--- src/tcc_map.svh ---
`ifndef TCC_MAP_SVH
`define TCC_MAP_SVH
// Register word offsets.
`define TCC_OFF_IRQ_VECTOR 16'h012E
`define TCC_OFF_TCTL       16'h0160
`define TCC_OFF_C0CTL      16'h0162
`define TCC_OFF_C1CTL      16'h0164
`define TCC_OFF_COUNT      16'h0170
`define TCC_OFF_C0VAL      16'h0172
`define TCC_OFF_C1VAL      16'h0174
// Timer control fields.
`define TCC_TC_IFG    0
`define TCC_TC_IE     1
`define TCC_TC_CLR    2
`define TCC_TC_MC_LO  4
`define TCC_TC_SSEL_LO 8
// Channel control fields.
`define TCC_CC_IFG    0
`define TCC_CC_OUT    2
`define TCC_CC_CCI    3
`define TCC_CC_IE     4
`define TCC_CC_OM_LO  5
`define TCC_CC_CAP    8
`define TCC_CC_IS_LO  12
`define TCC_CC_CM_LO  14
// Reset values.
`define TCC_RST_WORD  16'h0000
// Interrupt vector codes.
`define TCC_IV_NONE   16'h0000
`define TCC_IV_CH1    16'h0002
`define TCC_IV_OVF    16'h000A
`endif

--- src/tcc_pkg.sv ---
package tcc_pkg;
  // Counter modes.
  typedef enum logic [1:0] {tcc_stop, tcc_up, tcc_cont, tcc_updown} tcc_mode_type;
endpackage

--- src/tcc_channel.sv ---
`timescale 1ns/10ps
`include "tcc_map.svh"
// One capture/compare channel: input select, edge detect, match, output unit.
module tcc_channel #(
  parameter int WIDTH = 16
) (
  input  wire logic             sys_clk,
  input  wire logic             rstn,
  input  wire logic             ce,
  input  wire logic [1:0]       in_sel,
  input  wire logic [1:0]       cap_mode,
  input  wire logic             cap_en,
  input  wire logic [2:0]       out_mode,
  input  wire logic             out_bit,
  input  wire logic             in_a,
  input  wire logic             in_b,
  input  wire logic [WIDTH-1:0] count,
  input  wire logic [WIDTH-1:0] value,
  input  wire logic             period_hit,
  input  wire logic             tick,
  output logic                  cci,
  output logic                  capture,
  output logic                  match,
  output logic                  sig
);
  // Selected input: pin, internal source, ground, supply.
  wire sel_in = (in_sel == 2'h0) ? in_a : (in_sel == 2'h1) ? in_b : in_sel[0];
  logic prev;  // Previous sampled input.
  wire rise = sel_in & ~prev;
  wire fall = ~sel_in & prev;
  // Capture event on chosen edges.
  assign capture = cap_en & ((cap_mode[0] & rise) | (cap_mode[1] & fall));
  // Compare match while the counter advances.
  assign match = ~cap_en & tick & (count == value);
  assign cci = prev;
  // Edge history register.
  always_ff @(posedge sys_clk) begin
    if (!rstn) begin
      prev <= 1'b0;
    end else if (ce) begin
      prev <= sel_in;
    end
  end
  // Output unit: set, toggle, reset and PWM modes on match and period.
  always_ff @(posedge sys_clk) begin
    if (!rstn) begin
      sig <= 1'b0;
    end else if (ce) begin
      unique case (out_mode)
        3'h0: sig <= out_bit;
        3'h1: sig <= match ? 1'b1 : sig;
        3'h2: sig <= match ? ~sig : (period_hit ? 1'b0 : sig);
        3'h3: sig <= match ? 1'b1 : (period_hit ? 1'b0 : sig);
        3'h4: sig <= match ? ~sig : sig;
        3'h5: sig <= match ? 1'b0 : sig;
        3'h6: sig <= match ? ~sig : (period_hit ? 1'b1 : sig);
        3'h7: sig <= match ? 1'b0 : (period_hit ? 1'b1 : sig);
      endcase
    end
  end
endmodule // tcc_channel

--- src/tcc_timer.sv ---
`timescale 1ns/10ps
`include "tcc_map.svh"
// What this block does
// 16-bit counter shared by two channels.
// Capture, PWM output and interval timing.
// Interrupts on overflow and each channel.
// Counter clock from four selectable sources.
// Channel 0 input: pin, aux clock, ground, supply.
// Channel 1 input B is comparator output.
// Counter and channel values at 0170h-0174h.
// Control registers at 0160h, 0162h, 0164h.
// Vector register at 012Eh names pending source.
// Software uses 16-bit word accesses only.
// Capture copies counter; compare flags equality.
// Channel signals drive their output pins.
module tcc_timer #(
  parameter int WIDTH = 16
) (
  input  wire logic             sys_clk,
  input  wire logic             rstn,
  input  wire logic             ce,
  input  wire logic [15:0]      addr,
  input  wire logic [15:0]      wdata,
  input  wire logic             wr,
  input  wire logic             rd,
  output logic      [15:0]      rdata,
  input  wire logic             ext_counter_clock_pin,
  input  wire logic             aux_clock,
  input  wire logic             submain_clock,
  input  wire logic             chan0_capture_in_a,
  input  wire logic             chan1_capture_in_a,
  input  wire logic             comparator_output,
  output logic                  chan0_signal,
  output logic                  chan1_signal,
  output logic                  irq_chan0,
  output logic                  irq_other
);
  // Refuse at elaboration any counter width other than the one the logic is built for.
  if (WIDTH != 16) begin : g_width_check
    $error("tcc_timer supports only a 16-bit counter");
  end
  logic [15:0] timer_control;  // Clock select, mode, enable and flag.
  logic [15:0] chan_ctl [2];   // Channel control words.
  logic [15:0] chan_val [2];   // Channel value words.
  logic [15:0] counter_value;  // Shared counter.
  logic        clk_prev;       // Previous selected clock level.
  logic        dir_down;       // Up/down counting direction.
  tcc_pkg::tcc_mode_type mode;
  assign mode = tcc_pkg::tcc_mode_type'(timer_control[`TCC_TC_MC_LO +: 2]);
  // Counter clock select; the alternate input is the same pin inverted.
  wire [1:0] ssel = timer_control[`TCC_TC_SSEL_LO +: 2];
  wire clk_sel = (ssel == 2'h0) ? ext_counter_clock_pin :
                 (ssel == 2'h1) ? aux_clock :
                 (ssel == 2'h2) ? submain_clock : ~ext_counter_clock_pin;
  // A count step happens on each rising edge of the chosen source unless the mode is stop.
  wire tick = ce & clk_sel & ~clk_prev & (mode != tcc_pkg::tcc_stop);
  wire [15:0] top = (mode == tcc_pkg::tcc_cont) ? 16'hFFFF : chan_val[0];
  wire at_top = (counter_value == top);
  wire at_zero = (counter_value == 16'h0000);
  // Overflow when the counter wraps to zero or turns at zero going down.
  wire ovf = tick & (((mode != tcc_pkg::tcc_updown) & at_top) |
                     (dir_down & (counter_value == 16'h0001)));
  wire [15:0] next_counter = (mode == tcc_pkg::tcc_updown) ?
    ((dir_down | at_top) ? counter_value - 16'h0001 : counter_value + 16'h0001) :
    (at_top ? 16'h0000 : counter_value + 16'h0001);
  wire next_dir = (mode == tcc_pkg::tcc_updown) &
                  ((at_top & ~at_zero) | (dir_down & (counter_value != 16'h0001)));
  // Word-wide register decode.
  wire wr_tctl  = ce & wr & (addr == `TCC_OFF_TCTL);
  wire wr_c0ctl = ce & wr & (addr == `TCC_OFF_C0CTL);
  wire wr_c1ctl = ce & wr & (addr == `TCC_OFF_C1CTL);
  wire wr_cnt   = ce & wr & (addr == `TCC_OFF_COUNT);
  wire wr_c0val = ce & wr & (addr == `TCC_OFF_C0VAL);
  wire wr_c1val = ce & wr & (addr == `TCC_OFF_C1VAL);
  wire rd_iv    = ce & rd & (addr == `TCC_OFF_IRQ_VECTOR);
  wire [1:0] ch_cap, ch_match, ch_cci, ch_sig;
  // Pending vector: channel 1 ahead of overflow.
  wire pend1 = chan_ctl[1][`TCC_CC_IFG] & chan_ctl[1][`TCC_CC_IE];
  wire pendo = timer_control[`TCC_TC_IFG] & timer_control[`TCC_TC_IE];
  wire [15:0] vec = pend1 ? `TCC_IV_CH1 : (pendo ? `TCC_IV_OVF : `TCC_IV_NONE);
  // Channel instances; channel 1 input B is the comparator.
  genvar g;
  generate
    for (g = 0; g < 2; g++) begin : g_ch
      wire [15:0] c = chan_ctl[g];
      tcc_channel #(.WIDTH(WIDTH)) u_ch (
        .sys_clk    (sys_clk),
        .rstn       (rstn),
        .ce         (ce),
        .in_sel     (c[`TCC_CC_IS_LO +: 2]),
        .cap_mode   (c[`TCC_CC_CM_LO +: 2]),
        .cap_en     (c[`TCC_CC_CAP]),
        .out_mode   (c[`TCC_CC_OM_LO +: 3]),
        .out_bit    (c[`TCC_CC_OUT]),
        .in_a       (g == 0 ? chan0_capture_in_a : chan1_capture_in_a),
        .in_b       (g == 0 ? aux_clock : comparator_output),
        .count      (counter_value),
        .value      (chan_val[g]),
        .period_hit (tick & at_zero),
        .tick       (tick),
        .cci        (ch_cci[g]),
        .capture    (ch_cap[g]),
        .match      (ch_match[g]),
        .sig        (ch_sig[g])
      );
      // Control word: the event sets the flag, winning over a clear.
      always_ff @(posedge sys_clk) begin
        if (!rstn) begin
          chan_ctl[g] <= `TCC_RST_WORD;
        end else if (ce) begin
          if ((g == 0) ? wr_c0ctl : wr_c1ctl) begin
            chan_ctl[g] <= wdata;
          end else begin
            chan_ctl[g][`TCC_CC_CCI] <= ch_cci[g];
          end
          if (ch_cap[g] | ch_match[g]) begin
            chan_ctl[g][`TCC_CC_IFG] <= 1'b1;
          end else if ((g == 1) & rd_iv & pend1) begin
            chan_ctl[g][`TCC_CC_IFG] <= 1'b0;
          end
        end
      end
      // Value word: software write or capture of the counter.
      always_ff @(posedge sys_clk) begin
        if (!rstn) begin
          chan_val[g] <= `TCC_RST_WORD;
        end else if (ce) begin
          if (ch_cap[g]) begin
            chan_val[g] <= counter_value;
          end else if ((g == 0) ? wr_c0val : wr_c1val) begin
            chan_val[g] <= wdata;
          end
        end
      end
    end
  endgenerate
  // Timer control word with clear bit and overflow flag.
  always_ff @(posedge sys_clk) begin
    if (!rstn) begin
      timer_control <= `TCC_RST_WORD;
    end else if (ce) begin
      if (wr_tctl) begin
        timer_control <= wdata & ~(16'h0001 << `TCC_TC_CLR);
      end
      if (ovf) begin
        timer_control[`TCC_TC_IFG] <= 1'b1;
      end else if (rd_iv & ~pend1 & pendo) begin
        timer_control[`TCC_TC_IFG] <= 1'b0;
      end
    end
  end
  // Counter, direction and clock edge history.
  always_ff @(posedge sys_clk) begin
    if (!rstn) begin
      counter_value <= `TCC_RST_WORD;
      dir_down      <= 1'b0;
      clk_prev      <= 1'b0;
    end else if (ce) begin
      clk_prev <= clk_sel;
      if (wr_tctl & wdata[`TCC_TC_CLR]) begin
        counter_value <= `TCC_RST_WORD;
        dir_down      <= 1'b0;
      end else if (wr_cnt) begin
        counter_value <= wdata;
      end else if (tick) begin
        counter_value <= next_counter;
        dir_down      <= next_dir;
      end
    end
  end
  // Read data mux.
  wire [15:0] rmux =
    (addr == `TCC_OFF_TCTL)  ? timer_control :
    (addr == `TCC_OFF_C0CTL) ? chan_ctl[0] :
    (addr == `TCC_OFF_C1CTL) ? chan_ctl[1] :
    (addr == `TCC_OFF_COUNT) ? counter_value :
    (addr == `TCC_OFF_C0VAL) ? chan_val[0] :
    (addr == `TCC_OFF_C1VAL) ? chan_val[1] :
    (addr == `TCC_OFF_IRQ_VECTOR) ? vec : 16'h0000;
  // Registered outputs.
  always_ff @(posedge sys_clk) begin
    if (!rstn) begin
      rdata        <= 16'h0000;
      chan0_signal <= 1'b0;
      chan1_signal <= 1'b0;
      irq_chan0    <= 1'b0;
      irq_other    <= 1'b0;
    end else if (ce) begin
      rdata        <= rd ? rmux : 16'h0000;
      chan0_signal <= ch_sig[0];
      chan1_signal <= ch_sig[1];
      irq_chan0    <= chan_ctl[0][`TCC_CC_IFG] & chan_ctl[0][`TCC_CC_IE];
      irq_other    <= pend1 | pendo;
    end
  end
endmodule // tcc_timer

--- config.mk ---
export PLATFORM = sky130hd
export DESIGN_NAME = tcc_timer
export DESIGN_NICKNAME = d
export VERILOG_FILES = /design/src/tcc_pkg.sv /design/src/tcc_channel.sv /design/src/tcc_timer.sv
export VERILOG_INCLUDE_DIRS = /design/src
export SDC_FILE = /design/constraint.sdc
export NUM_CORES = 1
export LEC_CHECK = 0
export BUFFER_PORTS_ARGS = -buffer_cell sky130_fd_sc_hd__buf_2
export CAP_MARGIN = 20
export CORE_ASPECT_RATIO = 1.4
export CORE_UTILIZATION = 30
export CTS_CLUSTER_DIAMETER = 40
export DETAILED_ROUTE_END_ITERATION = 10
export GPL_TIMING_DRIVEN = 0
export PLACE_DENSITY = 0.55
export SYNTH_ARGS = -nofsm -noshare
export SYNTH_HDL_FRONTEND = slang
export SYNTH_SLANG_ARGS = --single-unit
--- constraint.sdc ---
create_clock -name sys_clk -period 4.4 [get_ports sys_clk]
set_input_delay 0.22 -clock sys_clk [delete_from_list [all_inputs] [get_ports sys_clk]]
set_output_delay 0.22 -clock sys_clk [all_outputs]
set_load 0.1 [all_outputs]
==> impl_metrics.ini <==
[yosys]
ys_warn_count = 0
syn-cell-area_sq_mm = 0.00691
synth_top_flop_cell = edfxtp_1
seq_area_frac_synth_pct = 44.3
synth_edf_count = 64
ys_ff_latch = 121
synthArstFlopShare_pct = 0
synth_cell_type_count = 77
syn_avg_cell_area_sq_um = 9.12
syn_inst = 758
syn_nets = 804

[worst_setup_path]
worstPathCellList = nor2b_1, a2111o_1, a221oi_1, and2b_1, a31oi_1, buf_2, buf_6, a31oi_1, mux2i_1, o211ai_1
path_buf_inv = 2
crit_arrival_ns = 3.46
cp_top_family = compound AO/OA/AOI/OAI gates
cp_common_cell = a31oi_1
path_class = reg -> reg
cpMaxStageDelayCell = edfxtp_1
cp_slowest_stage_delay_ns = 0.49
reg2reg_depth = 10
crit_path_end_kind = register
critical_path_required_ns = 4.69
cp.depth = 10
startpoint_type = register
critical_path.max_fanout = 10

[cts]
post_cts_resized = 0
clock-sinks = 121
cts_made_buffers = 17
cts_tree = yes
clk_latency_ns = 0.42
clk_path_buf_depth = 2
htreeDepth = 4
clk_transition_reported_paths_ns = 0.06
cts_root_buf = clkbuf_16
post_cts_buffers = 0
hold_buffers = 0

[detailed_routing]
vias_per_cell = 5.66
initialDrtViolationCount = 620
firstDrtPassIters = 6
vias = 6517
wl_per_cell_um = 23.2
drc = 0
wirelength_um = 26700
postRouteAntennaNets = 0

[sta]
rsz0062_at_grt = false
hold_ws_ns = 0.124
setup_viol = 0
hold_viol = 0
max_clock_freq_mhz = 316
post-route-period-util_pct = 72.0
drv_slew = 0
slew_headroom_pct = 23.2
tightest_slew_ns = 1.15
period_minus_slack_ns = 3.17
fin_skew_ns = 0.0114

[min_path]
min_path_type = in -> reg
min_delay_path_depth = 3

[grt]
first_global_vias = 6557
grt_max_degree = 17
grt_util_all_layers_pct = 23.7
grt_pass1_wl_um = 40400
gr-total-overflow = 0
grt_antenna_before_repair = 0

[power_and_ir_drop]
vdd_ir_drop_max_mv = 0.236
combPwrFrac_pct = 5.7
clkPwrFrac_pct = 48.3
p_int_mw = 2.08
power_density_mw_per_mm2 = 334
pwr-share-seq_pct = 46.0
p_sw_uw = 640
sw_frac_of_total_pct = 23.5
p_leak_nw = 3.00

[place]
hpwl_um = 20500
portBuffers = 61
place.gp.congestion = 0.946

[finish]
drive_above_1_share_pct = 14.2
layout_common_cells = 93 x nand2_1, 73 x buf_2, 64 x edfxtp_1, 57 x nor2_1, 57 x dfxtp_1
diodes = 0
areaGrowthSynthToFinish_pct = 18.0
final_common_cell = nand2_1
nets = 884
fin_util_pct = 36.1

[floorplanning]
ioPinCount = 63
die_w_um = 130
start_util_pct = 30.6
design.core.area_sq_mm = 0.0226
die_h_um = 182
die_area_sq_mm = 0.0237
rows = 65

[flow_run]
drv_cap = 0

[run_status]
outcome = finished clean
## per-stage QoR
| step | cells | setup WS, ns | instance area, sq um | TNS, ns | total power, mW |
|---|---|---|---|---|---|
| CTS | 1152 | 1.26 | 8160 | 0 | 2.73 |
| floorplan | 758 | 1.02 | 6910 | 0 | 1.34 |
| finish | 1152 | 1.23 | 8160 | 0 | 2.72 |
| global placement | 1120 | -0.127 | 7590 | -0.127 | 1.43 |
| global route | 1152 | 1.08 | 8160 | 0 | 2.79 |
| detailed placement | 1120 | 0.943 | 7600 | 0 | 1.43 |
## final timing paths
check	start	endpoint	slack, ns
max reg2reg	chan_val[0][11]	counter_value[15]	1.23
max	chan_val[0][11]	counter_value[15]	1.23
min	wdata[1]	timer_control[1]	0.12
min reg2reg	rdata[5]	rdata[5]	0.45
## power groups by stage
stage	logic, mW	registers [mW]	clock network, mW
final	0.155	1.25	1.31
after global routing	0.166	1.25	1.37
after CTS	0.154	1.25	1.32
after detailed placement	0.154	1.27	0
after global placement	0.152	1.27	0
after floorplan	0.0684	1.27	0
## registers in the layout (all words and copies together), names as in the netlist
register and cells:
chan_ctl 32, chan_val 32, counter_value 16, rdata 16, timer_control 15, g_ch.u_ch.cci 2, g_ch.u_ch.sig 2, chan0_signal 1
chan1_signal 1, clk_prev 1, dir_down 1, irq_chan0 1, irq_other 1
## worst register-to-register path, stage by stage (launching register included)
cell and delay [ns]:
edfxtp_1 0.49, nor2b_1 0.19, a2111o_1 0.39, a221oi_1 0.35
and2b_1 0.21, a31oi_1 0.21, buf_2 0.27, buf_6 0.17
a31oi_1 0.40, mux2i_1 0.26, o211ai_1 0.11
## kinds of logic (layout without fill, tap and decap cells)
| group | Yosys count | in the layout | share of synthesized area, % |
|---|---|---|---|
| and+or+nand+nor | 313 | 313 | 23.1 |
| AOI/OAI and AO/OA | 224 | 224 | 23.5 |
| DFF | 121 | 121 | 44.3 |
| buffers and inverters | 65 | 158 | 4.22 |
| xor gates and xnor gates | 21 | 21 | 2.66 |
| muxes | 11 | 11 | 1.59 |
| adders and majority gates | 3 | 3 | 0.543 |
## cell type report
class	instances	area, sq um
Sequential cell	121	3060
Clock buffer	27	526
Fill cell	2375	14500
Tap cell	301	377
Buffer	48	228
Timing Repair Buffer	61	305
Clock inverter	5	33.8
Inverter	17	63.8
Multi-Input combinational cell	572	3560
## cell usage after synthesis (12+ instances only)
| cell type | number | area share (%) |
|---|---|---|
| o21ai_0 | 32 | 2.3 |
| and2_1 | 30 | 2.7 |
| edfxtp_1 | 64 | 28 |
| a222oi_1 | 23 | 3.3 |
| clkbuf_1 | 27 | 1.5 |
| a21oi_1 | 49 | 3.5 |
| nor2b_1 | 20 | 1.8 |
| a221oi_1 | 12 | 1.5 |
| xnor2_1 | 16 | 2.0 |
| and3_1 | 13 | 1.2 |
| dfxtp_1 | 57 | 17 |
| inv_1 | 14 | 0.76 |
| a22o_1 | 34 | 4.3 |
| nor3_1 | 18 | 1.3 |
| nand3_1 | 17 | 1.2 |
| nor2_1 | 57 | 3.1 |
| nand2_1 | 93 | 5.0 |
| buf_2 | 12 | 0.87 |
## layer usage
metal	routed length [um]	global-route usage [%]	vias up
met2	14000	42.6	250
met3	1240	2.98	66
met5	0	0	-
li1	-	-	3038
met1	10200	26.4	3163
met4	1320	13.0	0
Note: power is estimated with default switching activity, not from simulation.
